[src/include/adcs_pkg.sv]
// Shared constants and types for the converter serial interface block
package adcs_pkg;

	// Clock and conversion timing
	localparam int CLK_PERIOD_NS = 25;                 // pclk period at 40 MHz
	localparam int CONV_TIME_NS  = 500;                // Internal conversion duration
	localparam int CONV_CYCLES   = (CONV_TIME_NS + CLK_PERIOD_NS - 1) / CLK_PERIOD_NS;

	// Result and frame layout
	localparam int          RESULT_BITS    = 16;
	localparam logic [4:0]  FRAME_PLAIN    = 5'h10;    // Result bits only
	localparam logic [4:0]  FRAME_BUSY     = 5'h11;    // Start bit plus result
	localparam logic        START_BIT_SEL  = 1'b0;     // Select mode start bit level
	localparam logic        START_BIT_CHN  = 1'b1;     // Chain mode start bit level
	localparam logic [15:0] CODE_ALL_ONES  = 16'hFFFF;
	localparam logic [15:0] CODE_ALL_ZEROS = 16'h0000;

	// Register byte offsets
	localparam logic [7:0] OFS_SAMPLE     = 8'h00;
	localparam logic [7:0] OFS_RESULT     = 8'h04;
	localparam logic [7:0] OFS_STATUS     = 8'h08;
	localparam logic [7:0] OFS_IRQ_STATUS = 8'h0C;
	localparam logic [7:0] OFS_IRQ_ENABLE = 8'h10;
	localparam logic [7:0] OFS_IRQ_CLEAR  = 8'h14;

	// Reset values
	localparam logic [17:0] SAMPLE_RESET = 18'h00000;
	localparam logic [2:0]  IRQ_EN_RESET = 3'h0;

	// Status register bit positions
	localparam int ST_CONVERTING = 0;
	localparam int ST_POWER_DOWN = 1;
	localparam int ST_MODE_VALID = 2;
	localparam int ST_CHAIN      = 3;
	localparam int ST_BUSY_EN    = 4;
	localparam int ST_FOUR_WIRE  = 5;
	localparam int ST_DRIVING    = 6;

	// Pins arriving from the host
	typedef struct packed {
		logic convert_start;
		logic sck;
		logic serial_data_in;
	} adcs_pins_t;

	// Analog stand-in written by software
	typedef struct packed {
		logic        under;
		logic        over;
		logic [15:0] code;
	} adcs_sample_t;

	// Interrupt events, same layout in status, enable and clear
	typedef struct packed {
		logic mode_latched;
		logic frame_done;
		logic conv_done;
	} adcs_evt_t;

	// Converter phase
	typedef enum logic [0:0] {
		ACQUIRE,
		CONVERT
	} adcs_phase_t;

endpackage

[src/adcs_sync.sv]
// Two-stage synchroniser for the host pins
module adcs_sync #(
	parameter int W = 3
) (
	// Clock and reset
	input  wire logic         pclk,
	input  wire logic         presetn,
	// Asynchronous and synchronised levels
	input  wire logic [W-1:0] async_in,
	output logic      [W-1:0] sync_out
);

	logic [W-1:0] meta;     // First stage, read only by the second

	// Both stages reset to low; pins settle within two cycles after release
	always_ff @(posedge pclk or negedge presetn) begin
		if (!presetn) begin
			meta     <= '0;
			sync_out <= '0;
		end else begin
			meta     <= async_in;
			sync_out <= meta;
		end
	end

endmodule

[src/adcs_conv.sv]
// Conversion timer and output code generation
module adcs_conv
	import adcs_pkg::*;
#(
	parameter int CYCLES = CONV_CYCLES
) (
	// Clock and reset
	input  wire logic         pclk,
	input  wire logic         presetn,
	// Control
	input  wire logic         start,
	input  adcs_pkg::adcs_sample_t sample,
	// Completion
	output logic              done,
	output logic       [15:0] result
);

	logic [15:0] remaining;   // Cycles left in the running conversion
	logic        running;     // Conversion in progress

	// Straight binary with clamping at both ends
	function automatic logic [15:0] clamp_code(input adcs_sample_t s);
		if (s.over)
			return CODE_ALL_ONES;
		else if (s.under)
			return CODE_ALL_ZEROS;
		else
			return s.code;
	endfunction

	// Internal clock count; needs no serial clock at all
	always_ff @(posedge pclk or negedge presetn) begin
		if (!presetn) begin
			remaining <= 16'h0000;
			running   <= 1'b0;
			done      <= 1'b0;
			result    <= 16'h0000;
		end else begin
			done <= 1'b0;
			if (start && !running) begin
				running   <= 1'b1;
				remaining <= 16'(CYCLES - 1);
				result    <= clamp_code(sample);   // Input held at conversion start
			end else if (running) begin
				if (remaining == 16'h0000) begin
					running <= 1'b0;
					done    <= 1'b1;
				end else begin
					remaining <= remaining - 16'h0001;
				end
			end
		end
	end

endmodule

[src/adcs_top.sv]
// Converter digital interface: mode latch, busy start bit, serial readout, APB registers
//
// Operation
// - Data input level at start edge picks mode
// - Tied data input and start give chain
// - Optional start bit ahead of result
// - Select mode: busy if start/data low
// - Chain mode: busy if clock high at start
// - Power down after every conversion
// - Three-wire: start line also selects readout
// - Four-wire: data input selects readout
// - Chain mode shifts upstream data through
// - Start edge begins internally clocked conversion
// - Straight binary, clamped at both ends
// - MSB first, advance on clock falling
module adcs_top
	import adcs_pkg::*;
#(
	parameter int CYCLES = CONV_CYCLES
) (
	// APB clock and reset
	input  wire logic        pclk,
	input  wire logic        presetn,
	// APB slave
	input  wire logic        psel,
	input  wire logic        penable,
	input  wire logic        pwrite,
	input  wire logic [7:0]  paddr,
	input  wire logic [31:0] pwdata,
	output logic      [31:0] prdata,
	output logic             pready,
	output logic             pslverr,
	// Host serial pins
	input  wire logic        convert_start,
	input  wire logic        sck,
	input  wire logic        serial_data_in,
	output logic             serial_data_out,
	output logic             serial_data_out_oe,
	// Interrupt
	output logic             irq
);

	// Pin side: raw, synchronised and delayed copies
	adcs_pins_t   pins_raw;       // Pins as they arrive
	adcs_pins_t   pins_s;         // Synchronised pins
	adcs_pins_t   pins_d;         // Synchronised pins, one cycle older
	// Converter and register state
	adcs_phase_t  phase;          // Acquire or convert
	adcs_sample_t sample;         // Software stand-in for the analog input
	adcs_evt_t    irq_status;     // Sticky events
	adcs_evt_t    irq_enable;     // Event mask
	adcs_evt_t    evt;            // Events raised this cycle
	adcs_evt_t    clr;            // Clear pulse from software
	// Edge strobes, each one pclk wide, and the converter codes
	logic         cnv_rise;       // Start edge seen
	logic         sck_rise;       // Serial clock rising
	logic         sck_fall;       // Serial clock falling
	logic         accept;         // Start edge that begins a conversion
	logic         conv_done;      // Conversion finished
	logic [15:0]  conv_result;    // Code from the converter
	logic [15:0]  result;         // Last completed code, for software
	// Mode decisions taken at each accepted start edge or, for select mode, at conversion end
	logic         mode_valid;     // A mode has been latched
	logic         chain;          // Chain mode, else select mode
	logic         busy_en;        // Start bit inserted
	logic         four_wire;      // Select mode using data input as select
	logic         powered_down;   // Idle after a conversion
	// Readout frame
	logic         frame_valid;    // A result waits to be read
	logic [16:0]  shreg;          // Output frame, MSB leaves first
	logic [4:0]   bits_left;      // Shift positions left in the frame
	logic         sdi_cap;        // Upstream bit caught on clock rising
	logic         selected;       // Readout select active
	logic         drive;          // Output pin should be driven
	// APB decode
	logic         wr_en;          // APB write takes effect
	logic         rd_en;          // APB read answer is prepared
	logic         mapped;         // Address decodes to a register
	logic [31:0]  rd_mux;         // Read data for the current address

	// Gather the three host pins into one carrier
	assign pins_raw = '{convert_start: convert_start, sck: sck, serial_data_in: serial_data_in};

	// Pins come from the host's domain, so they pass two flip-flops first
	adcs_sync #(
		.W($bits(adcs_pins_t))
	) u_sync (
		.pclk    (pclk),
		.presetn (presetn),
		.async_in(pins_raw),
		.sync_out(pins_s)
	);

	// One more stage gives edge detection and the pre-edge levels
	always_ff @(posedge pclk or negedge presetn) begin
		if (!presetn) begin
			pins_d <= '0;
		end else begin
			pins_d <= pins_s;
		end
	end

	// Edge strobes compare the newest synchronised sample with the one before;
	// a pin level must hold one pclk to be seen, so the host clock is assumed
	// to be far slower than pclk
	assign cnv_rise = pins_s.convert_start & ~pins_d.convert_start;
	assign sck_rise = pins_s.sck & ~pins_d.sck;
	assign sck_fall = ~pins_s.sck & pins_d.sck;
	// Edges during a conversion are ignored: it runs to completion
	assign accept   = cnv_rise && (phase == ACQUIRE);

	// Internally timed conversion
	adcs_conv #(
		.CYCLES(CYCLES)
	) u_conv (
		.pclk   (pclk),
		.presetn(presetn),
		.start  (accept),
		.sample (sample),
		.done   (conv_done),
		.result (conv_result)
	);

	// Phase tracking; idle after reset with no mode chosen
	// The timer owns the duration; this keeps the last code for software,
	// so a read never sees a half-finished result
	always_ff @(posedge pclk or negedge presetn) begin
		if (!presetn) begin
			phase        <= ACQUIRE;
			powered_down <= 1'b0;
			result       <= 16'h0000;
		end else if (accept) begin
			phase        <= CONVERT;
			powered_down <= 1'b0;
		end else if (conv_done) begin
			phase        <= ACQUIRE;
			powered_down <= 1'b1;
			result       <= conv_result;
		end
	end

	// Mode latch at the start edge
	// The mode holds until the next accepted start edge, so a late readout
	// still follows the mode of its own conversion
	always_ff @(posedge pclk or negedge presetn) begin
		if (!presetn) begin
			mode_valid <= 1'b0;
			chain      <= 1'b0;
		end else if (accept) begin
			mode_valid <= 1'b1;
			// The older sample models input hold: a data input tied to
			// the start line still reads low here
			chain      <= ~pins_d.serial_data_in;
		end
	end

	// Busy start bit decision
	// Four-wire is only a hint for software: with busy off, both select
	// forms look alike when the conversion ends
	always_ff @(posedge pclk or negedge presetn) begin
		if (!presetn) begin
			busy_en   <= 1'b0;
			four_wire <= 1'b0;
		end else if (accept) begin
			// Chain decides at the start edge from the clock level
			busy_en <= ~pins_d.serial_data_in & pins_d.sck;
		end else if (conv_done && !chain) begin
			// Select decides when the conversion ends
			busy_en   <= ~pins_s.convert_start | ~pins_s.serial_data_in;
			// Start line still high means it is not the readout select
			four_wire <= pins_s.convert_start;
		end
	end

	// Readout select: in select mode either line low selects, since the
	// unused one is held high; chain reads while the start line is low
	// Limitation: a chain device has no readout select of its own
	always_comb begin
		if (chain)
			selected = ~pins_s.convert_start;
		else
			selected = ~pins_s.convert_start | ~pins_s.serial_data_in;
	end

	// In select mode the frame ends after its last bit; chain keeps shifting
	// so upstream data can pass through
	// Trade-off: a select frame stops at its count even if the host keeps
	// clocking, which frees a shared data line for the next device
	assign drive = frame_valid && selected && (phase == ACQUIRE)
	               && (chain || bits_left != 5'h00);

	// Upstream bit caught on the rising edge, shifted in on the falling
	// Taking it on the rise gives the upstream device a full half period
	// to settle its own output first
	always_ff @(posedge pclk or negedge presetn) begin
		if (!presetn) begin
			sdi_cap <= 1'b0;
		end else if (sck_rise) begin
			sdi_cap <= pins_s.serial_data_in;
		end
	end

	// Frame loading and shifting
	// Priority: start edge, then load at conversion end, then deselect,
	// then shifting; load and shift never meet in one cycle
	always_ff @(posedge pclk or negedge presetn) begin
		if (!presetn) begin
			frame_valid <= 1'b0;
			shreg       <= 17'h00000;
			bits_left   <= 5'h00;
		end else if (accept) begin
			frame_valid <= 1'b0;   // A new conversion discards an unread one
		end else if (conv_done) begin
			frame_valid <= 1'b1;
			if (busy_en || (!chain && (~pins_s.convert_start | ~pins_s.serial_data_in))) begin
				shreg     <= {chain ? START_BIT_CHN : START_BIT_SEL, conv_result};
				bits_left <= FRAME_BUSY;
			end else begin
				shreg     <= {conv_result, 1'b0};
				bits_left <= FRAME_PLAIN;
			end
		end else if (frame_valid && !selected && !chain && bits_left != load_len(busy_en)) begin
			frame_valid <= 1'b0;   // Deselect mid-frame ends a select-mode readout
		end else if (drive && sck_fall) begin
			// A plain frame has a spare low bit under the result; upstream data
			// goes in above it so it follows the sixteenth bit directly
			if (chain && !busy_en)
				shreg <= {shreg[15:1], sdi_cap, 1'b0};
			else
				shreg <= {shreg[15:0], chain ? sdi_cap : 1'b0};
			if (bits_left != 5'h00)
				bits_left <= bits_left - 5'h01;
		end
	end

	// Frame length for a given start bit choice
	function automatic logic [4:0] load_len(input logic with_start);
		return with_start ? FRAME_BUSY : FRAME_PLAIN;
	endfunction

	// Pin drivers, one cycle behind the internal decision
	// Registered so the pin never glitches while the select decode settles
	always_ff @(posedge pclk or negedge presetn) begin
		if (!presetn) begin
			serial_data_out    <= 1'b0;
			serial_data_out_oe <= 1'b0;
		end else begin
			serial_data_out    <= drive ? shreg[16] : 1'b0;
			serial_data_out_oe <= drive;
		end
	end

	// Events
	// Each is a one-cycle strobe; the sticky register keeps it
	always_comb begin
		evt.conv_done    = conv_done;
		evt.mode_latched = accept;
		evt.frame_done   = drive && sck_fall && (bits_left == 5'h01);
	end

	// APB handshake: one wait state, then the answer
	// Reads are prepared in the first access cycle and answered in the
	// second, so every transfer takes exactly one wait state
	assign wr_en = psel && penable && pready && pwrite;
	assign rd_en = psel && penable && !pready;

	// Address decode
	// Unmapped offsets answer with an error and leave every register alone
	function automatic logic is_mapped(input logic [7:0] a);
		return a == OFS_SAMPLE || a == OFS_RESULT || a == OFS_STATUS ||
		       a == OFS_IRQ_STATUS || a == OFS_IRQ_ENABLE || a == OFS_IRQ_CLEAR;
	endfunction

	assign mapped = is_mapped(paddr);
	assign clr    = (wr_en && paddr == OFS_IRQ_CLEAR) ? adcs_evt_t'(pwdata[2:0]) : '0;

	// Read multiplexer; clear register reads as zero
	// Status bits show live state, so software may poll during readout
	always_comb begin
		rd_mux = 32'h00000000;
		unique case (paddr)
			OFS_SAMPLE:     rd_mux[17:0] = sample;
			OFS_RESULT:     rd_mux[15:0] = result;
			OFS_STATUS: begin
				rd_mux[ST_CONVERTING] = (phase == CONVERT);
				rd_mux[ST_POWER_DOWN] = powered_down;
				rd_mux[ST_MODE_VALID] = mode_valid;
				rd_mux[ST_CHAIN]      = chain;
				rd_mux[ST_BUSY_EN]    = busy_en;
				rd_mux[ST_FOUR_WIRE]  = four_wire;
				rd_mux[ST_DRIVING]    = serial_data_out_oe;
			end
			OFS_IRQ_STATUS: rd_mux[2:0] = irq_status;
			OFS_IRQ_ENABLE: rd_mux[2:0] = irq_enable;
			default:        rd_mux = 32'h00000000;
		endcase
	end

	// APB answer registers
	// Read data returns to zero between answers, so no stale word shows
	always_ff @(posedge pclk or negedge presetn) begin
		if (!presetn) begin
			pready  <= 1'b0;
			prdata  <= 32'h00000000;
			pslverr <= 1'b0;
		end else begin
			pready  <= rd_en;
			prdata  <= (rd_en && !pwrite) ? rd_mux : 32'h00000000;
			pslverr <= rd_en && !mapped;
		end
	end

	// Software-written registers
	// A new sample applies from the next accepted start edge only
	always_ff @(posedge pclk or negedge presetn) begin
		if (!presetn) begin
			sample     <= SAMPLE_RESET;
			irq_enable <= IRQ_EN_RESET;
		end else if (wr_en) begin
			if (paddr == OFS_SAMPLE)
				sample <= pwdata[17:0];
			if (paddr == OFS_IRQ_ENABLE)
				irq_enable <= pwdata[2:0];
		end
	end

	// Sticky status; a new event wins over a clear in the same cycle
	always_ff @(posedge pclk or negedge presetn) begin
		if (!presetn) begin
			irq_status <= '0;
		end else begin
			irq_status <= (irq_status & ~clr) | evt;
		end
	end

	// Level interrupt from enabled sticky bits
	// Built from the next status value so the output is not a cycle later
	always_ff @(posedge pclk or negedge presetn) begin
		if (!presetn) begin
			irq <= 1'b0;
		end else begin
			irq <= |((irq_status & ~clr | evt) & irq_enable);
		end
	end

endmodule

[config.mk]
export PLATFORM = sky130hd
export DESIGN_NAME = adcs_top
export DESIGN_NICKNAME = d
export VERILOG_FILES = /design/src/include/adcs_pkg.sv /design/src/adcs_sync.sv /design/src/adcs_conv.sv /design/src/adcs_top.sv
export SDC_FILE = /design/constraint.sdc
export NUM_CORES = 1
export LEC_CHECK = 0
export BUFFER_PORTS_ARGS = -buffer_cell sky130_fd_sc_hd__buf_4
export CAP_MARGIN = 40
export CORE_MARGIN = 1
export CORE_UTILIZATION = 58
export DETAILED_ROUTE_END_ITERATION = 12
export PLACE_DENSITY_LB_ADDON = 0.12
export REMOVE_ABC_BUFFERS = 1
export SYNTH_ARGS = -nofsm -noshare
export SYNTH_HDL_FRONTEND = slang
export SYNTH_SLANG_ARGS = --single-unit
[constraint.sdc]
create_clock -name pclk -period 2.6 [get_ports pclk]
set_clock_uncertainty 0.1 [all_clocks]
set_input_delay 0 -clock pclk [delete_from_list [all_inputs] [get_ports pclk]]
set_output_delay 0 -clock pclk [all_outputs]
set_load 0.02 [all_outputs]
==> reports/qor.yml <==
status: "complete, no violations"
vias: 4919
final-max-slew-violation-count: 0
crit_fanout: 4
yosysUniqueCellTypes: 56
drc: 0
rsz0062_at_grt: "false"
nFillCells: 719
detailedPlacementHpwl_um: 9644
grt_pass1_wl_um: 25370
ys_ff_latch: 136
grt_pass1_vias: 5073
final_cell_mix: "136 x dfrtp_1, 71 x buf_4, 52 x nor2_1"
power.density_nw_per_um2: 755.3
place_area_um2: 6965
die_area_um2: 11510
seq_area_frac_synth: 0.5295
reg2reg_to: "u_conv.remaining[1]$_DFFE_PN0P_"
synth-async-reset-ratio: 1.000
fmax_mhz: 420.1
via_per_inst: 5.877
worst_path_max_delay_cell: "nor4b_1"
post-place-cells: 762
grt_max_degree: 61
die_y_um: 107.3
arrival_ns: 2.74
ioPinCount: 85
cp_num_buf_inv: 1
worst-endpoint-required_ns: 2.96
end_kind: "flop"
crit_end: "u_conv.remaining[1]$_DFFE_PN0P_"
drt_iter0_drc: 324
ctsHtreeMaxLevel: 4
drive_gt1_frac: 0.2253
rr_startpoint: "u_conv.remaining[0]$_DFFE_PN0P_"
synth_warnings: 0
place_congestion: 0.8755
period_share: 0.9156
clock-root-buffer: "clkbuf_8"
critical_path_class: "flop to flop"
cp_top_family: "simple AND/OR/NAND/NOR gates"
diodes: 0
grt_overflow: 0
groute.usage.overall: 0.2913
crit_start: "u_conv.remaining[0]$_DFFE_PN0P_"
ant_nets: 0
cp.depth: 6
crit_chain: "inv_1 > ha_1 > nor4b_1 > nand4_1 > o21ai_0 > mux2i_1"
clkTransAtPathRegs_ns: 0.06
setup_violations: 0
synthFlopType: "dfrtp_1"
cp-start-kind: "flop"
final_common_cell: "dfrtp_1"
p_total_mw: 6.049
antenna_found_initial: 0
ff2ff_path_depth: 6
start_util: 0.5929
core_area_um2: 10840
whs_ns: 0.1352
die_w_um: 107.3
nNetsFinal: 737
final_area_um2: 8009
drv.max_cap_violation_count: 0
ir_drop_mv: 0.6622
maxSlewHeadroom: 0.5010
netlist_area_um2: 6427
syn_inst: 584
drt-total-wl_um: 15150
dr.pass1.iters: 5
cts_buffers: 17
worstMarginPinSlew_ns: 0.7416
postSynthAreaPerCell_um2: 11.01
period_needed_ns: 2.381
clockBufferDepth: 2
row_count: 38
cts_tree: "yes"
wl_per_cell_um: 18.10
hold_path_class: "primary input to flop"
rrSetupSlack_ns: 0.22
clk_latency_ns: 0.54
area_growth_pct: 24.61
hold_violations: 0
fin_tns_setup_ns: 0
final_cells: 837
clock_sinks: 136
cpPeakStageDelay_ns: 0.55
p_leak_nw: 3.740
numPortBuffers: 56
synth_edf_count: 0
-- state kept, by name, indices dropped and copies added, names as in the netlist, 3 cells and up --
register and count:
irq_enable 3, u_sync.meta 3, sample 18, u_conv.remaining 16
u_conv.result 16, pins_d 3, irq_status 3, prdata 18
bits_left 5, result 16, u_sync.sync_out 3, shreg 17
-- how the worst min path moves through the flow --
stage | from | to | slack (ns) | cells past startpoint
2_1_floorplan | presetn | bits_left[0]$_DFFE_PN0P_ | -0.40 | 0
4_1_cts | paddr[1] | prdata[0]$_DFF_PN0_ | 0.09 | 5
6_report | paddr[1] | prdata[0]$_DFF_PN0_ | 0.14 | 5
3_5_place_dp | presetn | chain$_DFFE_PN0P_ | -0.08 | 1
3_3_place_gp | presetn | chain$_DFFE_PN0P_ | -0.08 | 1
5_1_grt | pwdata[8] | sample[8]$_DFFE_PN0P_ | 0.13 | 3
-- metal layers --
metal  global-route usage  routed length, um  vias up
li1                     -                  -     2261
met1               0.3762               6422     2455
met2               0.4742               7693      183
met3              0.07203                851       20
met4               0.1145                185        0
met5                    0                  0        -
-- cells by family (layout without fill, tap and decap cells) --
kind of cell,Yosys count,in the layout,synth area share
other cells,1,14,0.0005834
fa+ha+maj,5,5,0.009733
xor+xnor,1,1,0.001363
compound gates,119,119,0.1207
buf+inv,62,162,0.04711
mux,77,77,0.1396
simple gates,183,183,0.1514
flops,136,136,0.5295
-- report_power, final --
part           switching, mW  internal, mW  leakage, nW  total (mW)
Combinational          0.576         0.495         1.63        1.07
Clock                  0.903          1.51        0.288        2.42
Sequential             0.239          2.32         1.82        2.56
-- Yosys cell counts (6+ instances only) --
cell type  instances  area, um2
nor2_1            52      195.2
or3_1              6      37.54
buf_4             14      105.1
o31ai_1           16      120.1
mux2i_1           33      330.3
nor3_1            11      55.05
o21ai_0           27      135.1
nand2b_1          24      150.1
a22oi_1           12      90.09
dfrtp_1          136       3403
inv_1             14      52.55
nor2b_1           10      62.56
mux2_2            31      349.1
o211ai_1          17      127.6
nor4_1             7      43.79
nand2_1           40      150.1
clkbuf_1          23      86.33
a21oi_1           25      125.1
buf_2              8      40.04
mux2_4            10      150.1
-- repair_timing --
action | 4_1_cts | 5_1_grt
setup buffers | 0 | 0
hold buffers | 43 | 0
setup endpoints to repair | 0 | 0
resized for setup | 0 | 0
endpoints found under the hold margin | 184 | 0
-- area by class of cell --
cell class / instances / area [um2] / area share
clock buffer: 21 / 449.2 / 0.05609
clock inverter: 11 / 146.4 / 0.01828
inverter: 14 / 52.55 / 0.006561
multi-input combinational: 399 / 2770 / 0.3459
sequential: 136 / 3403 / 0.4249
tap: 140 / 175.2 / 0.02187
timing repair buffer: 116 / 1012 / 0.1264
-- metrics by stage --
stage / util / setup WS (ns)
2_1_floorplan: - / -0.2055
3_3_place_gp: 0.6425 / 0.4779
3_5_place_dp: 0.6425 / 0.3764
4_1_cts: 0.7388 / 0.2273
5_1_grt: 0.7388 / 0.07932
6_report: 0.7388 / 0.2194
-- worst reg2reg max path: stages (launching register included) --
cell and delay, ns:
dfrtp_1 0.40, inv_1 0.09, ha_1 0.14, nor4b_1 0.55, nand4_1 0.29, o21ai_0 0.49
mux2i_1 0.24
No activity file was read; power rests on OpenSTA's default activity.
